<file path="config.mk">
export PLATFORM = sky130hd
export DESIGN_NAME = sac_ctrl
export DESIGN_NICKNAME = d
export VERILOG_FILES = /design/src/verilog/sac_pkg.sv /design/src/verilog/sac_fifo.sv /design/src/verilog/sac_ctrl.sv
export SDC_FILE = /design/constraint.sdc
export NUM_CORES = 1
export LEC_CHECK = 0
export BUFFER_PORTS_ARGS = -buffer_cell sky130_fd_sc_hd__buf_4
export CAP_MARGIN = 20
export CORE_MARGIN = 3
export CORE_UTILIZATION = 45
export DETAILED_ROUTE_END_ITERATION = 8
export HOLD_SLACK_MARGIN = 0.05
export SLEW_MARGIN = 0
export SYNTH_ARGS = -nofsm -noshare
export SYNTH_HDL_FRONTEND = slang
export SYNTH_SLANG_ARGS = --single-unit
</file>
<file path="constraint.sdc">
create_clock -name i_sys_clk -period 7.22 [get_ports i_sys_clk]
set_input_delay 1.083 -clock i_sys_clk [delete_from_list [all_inputs] [get_ports i_sys_clk]]
set_output_delay 1.083 -clock i_sys_clk [all_outputs]
set_load 0.1 [all_outputs]
</file>
<file path="src/verilog/sac_pkg.sv">
// Constants shared by the converter control block and its result FIFO.
// Assumes a single 250 MHz system clock drives every process.
package sac_pkg;

    // Result width and FIFO shape
    localparam int RES_W       = 12;
    localparam int FIFO_DEPTH  = 8;

    // System clock and conversion clock limit, in kHz
    localparam int SYS_CLK_KHZ  = 250000;
    localparam int CONV_MAX_KHZ = 14000;
    // Least divide ratio that keeps the step rate at or below the limit
    localparam int CONV_DIV = (SYS_CLK_KHZ + CONV_MAX_KHZ - 1) / CONV_MAX_KHZ;
    localparam int DIV_W    = 5;
    localparam logic [DIV_W-1:0] DIV_LAST = DIV_W'(CONV_DIV - 1);

    // Power-up wait, least time, rounded up to whole cycles
    localparam int PWR_WAIT_NS = 10000;
    localparam int SYS_PER_NS  = 4;
    localparam int PWR_CYC = (PWR_WAIT_NS + SYS_PER_NS - 1) / SYS_PER_NS;
    localparam int PWR_W   = 12;
    localparam logic [PWR_W-1:0] PWR_LAST = PWR_W'(PWR_CYC - 1);

    // Acquisition time in conversion-clock steps
    localparam int SMP_W = 3;
    localparam logic [SMP_W-1:0] SMP_LAST = 3'h3;

    // Bit index of the first and last decided bit
    localparam int BIT_W = 4;
    localparam logic [BIT_W-1:0] BIT_MSB = 4'hB;
    localparam logic [BIT_W-1:0] BIT_LSB = 4'h0;

    // Control states, one-hot
    typedef enum logic [4:0] {
        ST_OFF    = 5'h01,
        ST_IDLE   = 5'h02,
        ST_SAMPLE = 5'h04,
        ST_CONV   = 5'h08,
        ST_STORE  = 5'h10
    } sac_state_t;

endpackage

</file>
<file path="src/verilog/sac_fifo.sv">
// Result FIFO with valid/ready on both sides.
// Assumes one clock and a synchronous active-low reset.
`timescale 1ns/1ns
module sac_fifo #(
    parameter int WIDTH = 12,
    parameter int DEPTH = 8
) (
    input  wire logic             i_sys_clk,
    input  wire logic             i_rst_n,
    input  wire logic [WIDTH-1:0] i_in_data,
    input  wire logic             i_in_valid,
    output logic                  o_in_ready,
    output logic [WIDTH-1:0]      o_out_data,
    output logic                  o_out_valid,
    input  wire logic             i_out_ready
);
    localparam int AW = $clog2(DEPTH);

    logic [WIDTH-1:0] mem_q [DEPTH];
    logic [AW-1:0]    wr_ptr_q, wr_ptr_d;
    logic [AW-1:0]    rd_ptr_q, rd_ptr_d;
    logic [AW:0]      count_q, count_d;
    logic             push, pop;

    // Handshakes and flags
    assign o_in_ready  = (count_q != (AW+1)'(DEPTH));
    assign o_out_valid = (count_q != '0);
    assign o_out_data  = mem_q[rd_ptr_q];
    assign push        = i_in_valid && o_in_ready;
    assign pop         = o_out_valid && i_out_ready;

    // Pointer and count next values
    always_comb
    begin
        wr_ptr_d = wr_ptr_q;
        rd_ptr_d = rd_ptr_q;
        count_d  = count_q;
        if (push)
        begin
            wr_ptr_d = (wr_ptr_q == AW'(DEPTH - 1)) ? '0 : wr_ptr_q + 1'b1;
        end
        if (pop)
        begin
            rd_ptr_d = (rd_ptr_q == AW'(DEPTH - 1)) ? '0 : rd_ptr_q + 1'b1;
        end
        if (push && !pop)
        begin
            count_d = count_q + 1'b1;
        end
        else if (pop && !push)
        begin
            count_d = count_q - 1'b1;
        end
    end

    // Pointer registers
    always_ff @(posedge i_sys_clk)
    begin
        if (!i_rst_n)
        begin
            wr_ptr_q <= '0;
            rd_ptr_q <= '0;
            count_q  <= '0;
        end
        else
        begin
            wr_ptr_q <= wr_ptr_d;
            rd_ptr_q <= rd_ptr_d;
            count_q  <= count_d;
        end
    end

    // Storage, no reset needed
    always_ff @(posedge i_sys_clk)
    begin
        if (push)
        begin
            mem_q[wr_ptr_q] <= i_in_data;
        end
    end

endmodule // sac_fifo

</file>
<file path="src/verilog/sac_ctrl.sv">
// Conversion control for a 12-bit successive-approximation converter.
// Assumes the comparator output and the frame start pin are asynchronous;
// start, mode, power and read strobes come from logic on i_sys_clk.
`timescale 1ns/1ns

// Summary of operation
// - Binary search against the DAC, one bit per step, MSB first.
// - Twelve-bit results; timing supports up to 700 ksps.
// - Step rate divided down to at most 14 MHz.
// - Start bit or frame start trigger begins a conversion.
// - Continuous mode runs fine with the frame start trigger idle.
// - No conversion until 10 us after power-up or wake.
// - Completion sets a status bit and raises frame end.
// - Frame end stays high until CPU or DMA reads the result.
// - Frame end is a plain level usable for interrupt or DMA request.
// - Single-shot bit picks one conversion per trigger or continuous.
// - Continuous results queue for DMA transfer one by one.
module sac_ctrl
    import sac_pkg::*;
(
    input  wire logic                 i_sys_clk,
    input  wire logic                 i_rst_n,
    input  wire logic                 i_pwr_en,
    input  wire logic                 i_start,
    input  wire logic                 i_sof,
    input  wire logic                 i_one_shot,
    input  wire logic                 i_cmp,
    input  wire logic                 i_res_rd,
    input  wire logic                 i_stat_clr,
    output logic [sac_pkg::RES_W-1:0] o_dac_code,
    output logic                      o_sample,
    output logic                      o_ready,
    output logic                      o_busy,
    output logic                      o_done,
    output logic                      o_eof,
    output logic [sac_pkg::RES_W-1:0] o_res_data
);
    import sac_pkg::*;

    sac_state_t       st_q, st_d;
    logic [DIV_W-1:0] div_q, div_d;
    logic [PWR_W-1:0] pwr_q, pwr_d;
    logic [SMP_W-1:0] smp_q, smp_d;
    logic [BIT_W-1:0] bit_q, bit_d;
    logic [RES_W-1:0] sar_q, sar_d;
    logic [RES_W-1:0] dac_q, dac_d;
    logic             run_q, run_d;
    logic             done_q, done_d;
    logic             eof_q, eof_d;
    logic [RES_W-1:0] res_q, res_d;
    logic             smp_o_q, smp_o_d;
    logic             ready_q, ready_d;
    logic             busy_q, busy_d;
    logic             sof_m_q, sof_s_q, sof_p_q;
    logic             cmp_m_q, cmp_s_q;
    logic             tick, sof_rise, req, stored;
    logic             f_in_ready, f_out_valid, f_pop;
    logic [RES_W-1:0] f_out_data;

    // One-hot bit mask for a bit index
    function automatic logic [RES_W-1:0] bit_mask(input logic [BIT_W-1:0] idx);
        bit_mask = RES_W'(1) << idx;
    endfunction

    // Two-stage synchronisers for the pin and comparator
    always_ff @(posedge i_sys_clk)
    begin
        if (!i_rst_n)
        begin
            sof_m_q <= 1'b0;
            sof_s_q <= 1'b0;
            sof_p_q <= 1'b0;
            cmp_m_q <= 1'b0;
            cmp_s_q <= 1'b0;
        end
        else
        begin
            sof_m_q <= i_sof;
            sof_s_q <= sof_m_q;
            sof_p_q <= sof_s_q;
            cmp_m_q <= i_cmp;
            cmp_s_q <= cmp_m_q;
        end
    end

    assign sof_rise = sof_s_q && !sof_p_q;
    assign req      = i_start || sof_rise;
    assign tick     = (div_q == DIV_LAST);
    assign stored   = (st_q == ST_STORE) && f_in_ready;

    // Sequencer next state
    always_comb
    begin
        st_d    = st_q;
        div_d   = tick ? '0 : div_q + 1'b1;
        pwr_d   = pwr_q;
        smp_d   = smp_q;
        bit_d   = bit_q;
        sar_d   = sar_q;
        dac_d   = dac_q;
        run_d   = run_q;
        smp_o_d = 1'b0;
        case (st_q)
            ST_OFF:
            begin
                if (pwr_q == PWR_LAST)
                begin
                    st_d = ST_IDLE;
                end
                else
                begin
                    pwr_d = pwr_q + 1'b1;
                end
            end
            ST_IDLE:
            begin
                if (req || (run_q && !i_one_shot))
                begin
                    st_d    = ST_SAMPLE;
                    div_d   = '0;
                    smp_d   = '0;
                    run_d   = !i_one_shot;
                    smp_o_d = 1'b1; // Sample switch closes with the state
                end
            end
            ST_SAMPLE:
            begin
                smp_o_d = 1'b1;
                if (tick)
                begin
                    if (smp_q == SMP_LAST)
                    begin
                        st_d    = ST_CONV;
                        smp_o_d = 1'b0;
                        bit_d   = BIT_MSB;
                        sar_d   = '0;
                        dac_d   = bit_mask(BIT_MSB);
                    end
                    else
                    begin
                        smp_d = smp_q + 1'b1;
                    end
                end
            end
            ST_CONV:
            begin
                // keep or drop trial bit, twelve steps
                if (tick)
                begin
                    sar_d = cmp_s_q ? dac_q : (dac_q & ~bit_mask(bit_q));
                    if (bit_q == BIT_LSB)
                    begin
                        st_d = ST_STORE;
                        dac_d = sar_d;
                    end
                    else
                    begin
                        bit_d = bit_q - 1'b1;
                        dac_d = sar_d | bit_mask(bit_q - 1'b1);
                    end
                end
            end
            ST_STORE:
            begin
                // continue once the queue takes the word
                if (f_in_ready)
                begin
                    st_d  = ST_IDLE;
                    run_d = run_q && !i_one_shot;
                end
            end
            default:
            begin
                st_d = ST_OFF;
            end
        endcase
        if (!i_pwr_en)
        begin
            st_d  = ST_OFF;
            pwr_d = '0;
            run_d   = 1'b0;
            smp_o_d = 1'b0; // Never sample while powered down
        end
        // Registered status decodes of the next state
        ready_d = (st_d != ST_OFF);
        busy_d  = (st_d != ST_OFF) && (st_d != ST_IDLE);
    end

    // Result hand-off register and flags
    assign f_pop = f_out_valid && (!eof_q || i_res_rd);
    always_comb
    begin
        res_d  = res_q;
        eof_d  = eof_q;
        done_d = done_q;
        // read drops frame end unless another word waits
        if (eof_q && i_res_rd)
        begin
            eof_d = 1'b0;
        end
        if (f_pop)
        begin
            res_d = f_out_data;
            eof_d = 1'b1;
        end
        // status bit, set wins over clear
        if (i_stat_clr || (eof_q && i_res_rd))
        begin
            done_d = 1'b0;
        end
        if (stored)
        begin
            done_d = 1'b1;
        end
    end

    // State registers
    always_ff @(posedge i_sys_clk)
    begin
        if (!i_rst_n)
        begin
            st_q    <= ST_OFF;
            div_q   <= '0;
            pwr_q   <= '0;
            smp_q   <= '0;
            bit_q   <= BIT_MSB;
            sar_q   <= '0;
            dac_q   <= '0;
            run_q   <= 1'b0;
            smp_o_q <= 1'b0;
            res_q   <= '0;
            eof_q   <= 1'b0;
            done_q  <= 1'b0;
            ready_q <= 1'b0;
            busy_q  <= 1'b0;
        end
        else
        begin
            st_q    <= st_d;
            div_q   <= div_d;
            pwr_q   <= pwr_d;
            smp_q   <= smp_d;
            bit_q   <= bit_d;
            sar_q   <= sar_d;
            dac_q   <= dac_d;
            run_q   <= run_d;
            smp_o_q <= smp_o_d;
            res_q   <= res_d;
            eof_q   <= eof_d;
            done_q  <= done_d;
            ready_q <= ready_d;
            busy_q  <= busy_d;
        end
    end

    // result queue between converter and reader
    sac_fifo #(
        .WIDTH (RES_W),
        .DEPTH (FIFO_DEPTH)
    ) u_fifo (
        .i_sys_clk   (i_sys_clk),
        .i_rst_n     (i_rst_n),
        .i_in_data   (sar_q),
        .i_in_valid  (st_q == ST_STORE),
        .o_in_ready  (f_in_ready),
        .o_out_data  (f_out_data),
        .o_out_valid (f_out_valid),
        .i_out_ready (!eof_q || i_res_rd)
    );

    // Outputs straight from registers
    assign o_dac_code = dac_q;
    assign o_sample   = smp_o_q;
    assign o_ready    = ready_q;
    assign o_busy     = busy_q;
    assign o_eof      = eof_q;
    assign o_done     = done_q;
    assign o_res_data = res_q;

endmodule // sac_ctrl

</file>
### Word level (Yosys, flattened, before mapping)

Memory sizes are Yosys's and may differ from the RTL's. A register that Yosys moved wholly into a read port is not among the register bits.
Cells that the tools add are included.

* flip-flop bits (word level): 74
* bits in writable memories: 96
* bits of input ports: 9
* output and inout port bits: 29
* word-level logic and storage cells: 136
* memories kept: 1

Memories
* u_fifo.mem_q: words 8, bits a word 12, rd ports 1, clocked after Yosys merged registers in 1, wr ports 1, RTL line sac_fifo.sv:19 `logic [WIDTH-1:0] mem_q [DEPTH];`

* add/subtract/negate cells: 8
* equal/unequal tests: 20
* shifts and indexed selects: 2
* multiplexer cells: 48
* bitwise gates (word level): 4
* reduce and logical (&&, ||, !) cells: 32

Operators by type and width (count)
* 12-bit 2-to-1 mux: 8
* 5-bit 2-to-1 mux: 11
* 12-bit one-hot mux with 2 select lines: 2
* 5-bit one-hot mux with 5 select lines: 1
* 4-bit 2-to-1 mux: 6
* 1-bit by 4-bit << shifter with 12-bit output, first input constant: 2
* 3-bit 2-to-1 mux: 5
* 2-bit inequality test, second input constant: 7
* 12-bit by 1-bit adder with 12-bit output, second input constant: 1
* 12-bit AND: 1
* 12-bit equality test, second input constant: 1
* 12-bit NOT: 1
* 12-bit OR: 1
* 2-bit nonzero test: 6
* 1-bit 2-to-1 mux: 11
* 5-bit equality test, second input constant: 2
* 3-bit by 1-bit adder with 3-bit output, second input constant: 3
* 1-bit logical AND: 8
* 4-bit one-hot mux with 2 select lines: 1
* 4-bit AND reduction: 2
* 4-bit by 1-bit subtractor with 4-bit output, second input constant: 2
* 3-bit equality test, second input constant: 2
* 1-bit zero test: 6
* 3-bit one-hot mux with 2 select lines: 1
* other kinds (18): 23

### Depth between registers and ports, before layout

* depth in word-level cells: 9
* gate-level depth with buffers: 12

### Hierarchy

Synthesis repeated with hierarchy kept, for this count alone.

* cells, all modules: 600
* area, all modules: 7803.7 sq um

Modules (own cells, without submodules)
* sac_fifo: instances 1, cells an instance 214, area each 4371.7 sq um, sequential area each 3143.0 sq um
* sac_ctrl: instances 1, cells an instance 386, area each 3432.0 sq um, sequential area each 1521.5 sq um

### Worst setup path after synthesis

No wires, ideal clock.

* kind: input port to flip-flop
* start point: input i_res_rd
* end point: register u_fifo.count_q[3]
* arrival time: 3.014 ns
* required time: 7.144 ns
* slack: 4.131 ns
* cell stages on the path: 12
* path buffers: 1
* cells stage by stage: nand2b_1 nor2b_1 clkbuf_1 inv_1 ha_1 inv_1 ha_1 a21o_1 a21oi_1 xnor2_1 or3_1 a21boi_0

* cells in the longest elaborated chain, start to end: 5
* elaborated cells on any way between the ends: 7
* those cells by class: 1 x mux; 6 x reduce/logical

Ends and longest elaborated chain
* start, declared: RTL line sac_ctrl.sv:28 `input wire logic i_res_rd,`
* 1-bit logical OR *: RTL line sac_ctrl.sv:268 `.i_out_ready (!eof_q || i_res_rd)`
* 1-bit logical AND *: RTL line sac_fifo.sv:30 `assign pop = o_out_valid && i_out_ready;`
* 1-bit zero test: RTL line sac_fifo.sv:46 `if (push && !pop)`
* 1-bit logical AND: RTL line sac_fifo.sv:46
* 4-bit 2-to-1 mux or 2-bit nonzero test (tied branches)
* end signal, assigned: RTL line sac_fifo.sv:69 `count_q <= count_d;`
* end, declared: RTL line sac_fifo.sv:22 `logic [AW:0] count_q, count_d;`

Mark *: on every way between the ends. The rest lies on a longest branch, timed or not.
A chain may end at the register's enable or synchronous reset.

### Worst setup path in the final report

* start point: register u_fifo.count_q[0]
* end point: register u_fifo.count_q[3]

* cells in the longest elaborated chain, start to end: 5
* elaborated cells on any way between the ends: 13
* those cells by class: 2 x add/sub; 1 x eq/ne; 2 x mux; 8 x reduce/logical

Ends and longest elaborated chain
* branches (longest 5 deep; another with 4-bit by 1-bit subtractor with 4-bit output)

Several ways; the timed one is not identified. The select of a mux whose other input is x is not followed.

==> results_dict.tcl <==
set metrics [dict create \
    die_area_mm2 0.0184 \
    synth_top_area_share_pct 38.0 \
    yosysMostFrequentCell "edfxtp_1" \
    reg2reg_depth 12 \
    antenna_found_initial 0 \
    cp-start-kind "flip-flop" \
    synthFlopType "edfxtp_1" \
    hpwl_um 9560 \
    ant_nets 0 \
    placed_area_mm2 0.00810 \
    max_clock_freq_ghz 0.335 \
    gp_congestion 0.780 \
    critPathMaxFanout 10 \
    arrival_ns 3.33 \
    syn_area_mm2 0.00758 \
    yosys-top-cells-area "edfxtp_1, dfxtp_1, mux4_2" \
    status "finished clean" \
    ctsResizeCount 0 \
    cap_violations 0 \
    clock_latency_ns 0.42 \
    grt_pass1_vias 4653 \
    min_path_type "flip-flop to flip-flop" \
    fp-row-count 46 \
    syn_to_final_growth_pct 14.9 \
    finalHoldViolCount 0 \
    setup_viol 0 \
    ys_types 57 \
    path_clk_slew_ns 0.07 \
    synth_area_leader_cell "edfxtp_1" \
    syn_area_per_cell_um2 12.6 \
    initialDrtViolationCount 307 \
    die_h_um 136 \
    leakage_nw 3.02 \
    p_per_area_mw_per_mm2 324 \
    initial_core_util_pct 46.9 \
    rsz0062_at_grt "false" \
    ir_drop_v 0.000220 \
    drive_gt1_share_pct 17.3 \
    final_area_mm2 0.00871 \
    finalWorstSetupSlack_ns 4.23 \
    ys_seq_area_share_pct 60.7 \
    synth_fp_nets 630 \
    numPortBuffers 37 \
    die_x_um 136 \
    route.detailed.drc 0 \
    io_pins 38 \
    fin_crit_sh_pct 41.4 \
    end_kind "flip-flop" \
    hold_ws_ns 0.438 \
    synthArstFlopShare_pct 0 \
    multi_input_area_mm2 0.00282 \
    top_layer_used "met4" \
    setup_tns_ns 0 \
    antenna_cells 0 \
    core_mm2 0.0162 \
    crit_type "flip-flop to flip-flop" \
    first_pass_iters 5 \
    fill_cells 1368 \
    track_usage_pct 17.1 \
    post-cts-setup-buffer-count 0 \
    netlist_instances 603 \
    clockRootBuffer "clkbuf_16" \
    slew_violations 0 \
    p_total_w 0.00282 \
    crit_chain "nor3_1 > nand2_1 > nand2_1 > inv_1 > ha_1 > inv_1 > ha_1 > a21o_1 > a21oi_1 > xnor2_1 > or3_1 > a21boi_0" \
    period_minus_slack_ns 2.99 \
    setup.worst_path.start "u_fifo.count_q[0]$_SDFFE_PN0P_" \
    max_stage_delay_ns 0.37 \
    pre_cts_slack_ns 3.82 \
    wirelength_um 14900 \
    grt_max_degree 66 \
    tightest_slew_ns 1.08 \
    synth_edf_count 96 \
    drt-met1-wl_um 6910 \
    yosys_warnings 0 \
    r2r-start "u_fifo.count_q[0]$_SDFFE_PN0P_" \
    cts_hold_buf 0 \
    grt_overflow 0 \
    cp_data_required_time_ns 7.56 \
    ctsLongestPathBuffers 2 \
    clkSinkCount 182 \
    skew_ns 0.00803 \
    via_per_inst 5.38 \
    critPathCapture "u_fifo.count_q[3]$_SDFFE_PN0P_" \
    slew_headroom_pct 27.4 \
    synth_seq_cells 182 \
    register_area_mm2 0.00460 \
    fin_nets 667 \
    r2r_end "u_fifo.count_q[3]$_SDFFE_PN0P_" \
    r2r_setup_slack_ns 4.23 \
    cts_htree_levels 4 \
    wl_met2_um 6970 \
    crit_slowest_cell "dfxtp_1" \
    cts-buffers-inserted 17 \
    wl_met3_um 930 \
    vias 4674 \
    cts_tree "built" \
    grt_pass1_wl_um 24300 \
    wl_per_cell_um 17.2 \
    synthTopCellsByCount "edfxtp_1, dfxtp_1, nand2_1" \
]
[critical path: cells and delay by family (launching register included)]
| family | cells | cell delay, ns |
|---|---|---|
| buffers and inverters | 2 | 0.33 |
| XOR/XNOR | 1 | 0.09 |
| AO/OA/AOI/OAI | 3 | 0.51 |
| AND/OR/NAND/NOR | 4 | 1.11 |
| adder cells (fa/ha/maj) | 2 | 0.51 |
| flip-flops | 1 | 0.37 |
[metrics by stage]
step           cells  util, %
6_report         869     53.8
3_5_place_dp     837     50.1
5_1_grt          869     53.8
4_1_cts          869     53.8
3_3_place_gp     837     50.1
2_1_floorplan    603        -
[state kept, by name, summed over array words and instances (netlist names), 4 cells and up]
name	cells
sar_q	12
u_fifo.count_q	4
o_res_data	12
st_q	5
o_dac_code	12
u_fifo.mem_q	96
div_q	5
bit_q	4
pwr_q	12
[area by class of cell]
class / count / area share [%]
Timing Repair Buffer: 48 / 4.14
Tap cell: 216 / 3.10
Multi-Input combinational cell: 380 / 32.4
Clock inverter: 11 / 1.68
Clock buffer: 21 / 5.29
Inverter: 11 / 0.474
Sequential cell: 182 / 52.9
[kinds of logic after synthesis]
family / share of synthesized area, %
DFF: 60.7
adders and majority gates: 3.07
buffers and inverters: 2.21
AOI/OAI and AO/OA: 9.03
and+or+nand+nor: 13.8
xor gates and xnor gates: 1.62
muxes: 9.51
[per-layer routing]
| layer | GRT usage (%) | vias to the layer above |
|---|---|---|
| met5 | 0 | - |
| met4 | 4.59 | 0 |
| met3 | 4.68 | 8 |
| met2 | 26.9 | 108 |
| met1 | 23.7 | 2254 |
| li1 | - | 2304 |
[report_power, final]
| group | leakage (nW) | internal [W] | switching (W) |
|---|---|---|---|
| clock network | 0.286 | 0.000565 | 0.000379 |
| registers | 1.55 | 0.00113 | 0.0000403 |
| logic | 1.18 | 0.000234 | 0.000470 |
[worst min path at each step]
stage                                    end  depth (start not counted)               start
after floorplan           cmp_s_q$_SDFF_PN0_                          1  cmp_m_q$_SDFF_PN0_
after global placement    cmp_s_q$_SDFF_PN0_                          1  cmp_m_q$_SDFF_PN0_
after detailed placement  cmp_s_q$_SDFF_PN0_                          1  cmp_m_q$_SDFF_PN0_
after CTS                 cmp_s_q$_SDFF_PN0_                          1  cmp_m_q$_SDFF_PN0_
after global routing      sof_s_q$_SDFF_PN0_                          1  sof_m_q$_SDFF_PN0_
final                     sof_s_q$_SDFF_PN0_                          1  sof_m_q$_SDFF_PN0_
[placed cells by master (no fill, tap or decap), drive strengths merged, types with 4 or more instances in the layout]
cell    Yosys  final
edfxtp     96     96
dfxtp      86     86
nand2      63     63
buf        12     48
nor2       39     39
a21oi      28     28
o21ai      24     24
mux4       24     24
a21boi     21     21
clkbuf     18     21
mux2i      18     18
ha         17     17
inv        11     14
and2       12     12
nor3       11     11
nor2b      11     11
nand3      10     10
and3        9      9
nand4       9      9
xnor2       8      8
nor4        8      8
or3         7      7
nand2b      6      6
a22o        6      6
xor2        6      6
nor3b       4      4
a31oi       4      4
(Power assumes the default switching activity.)
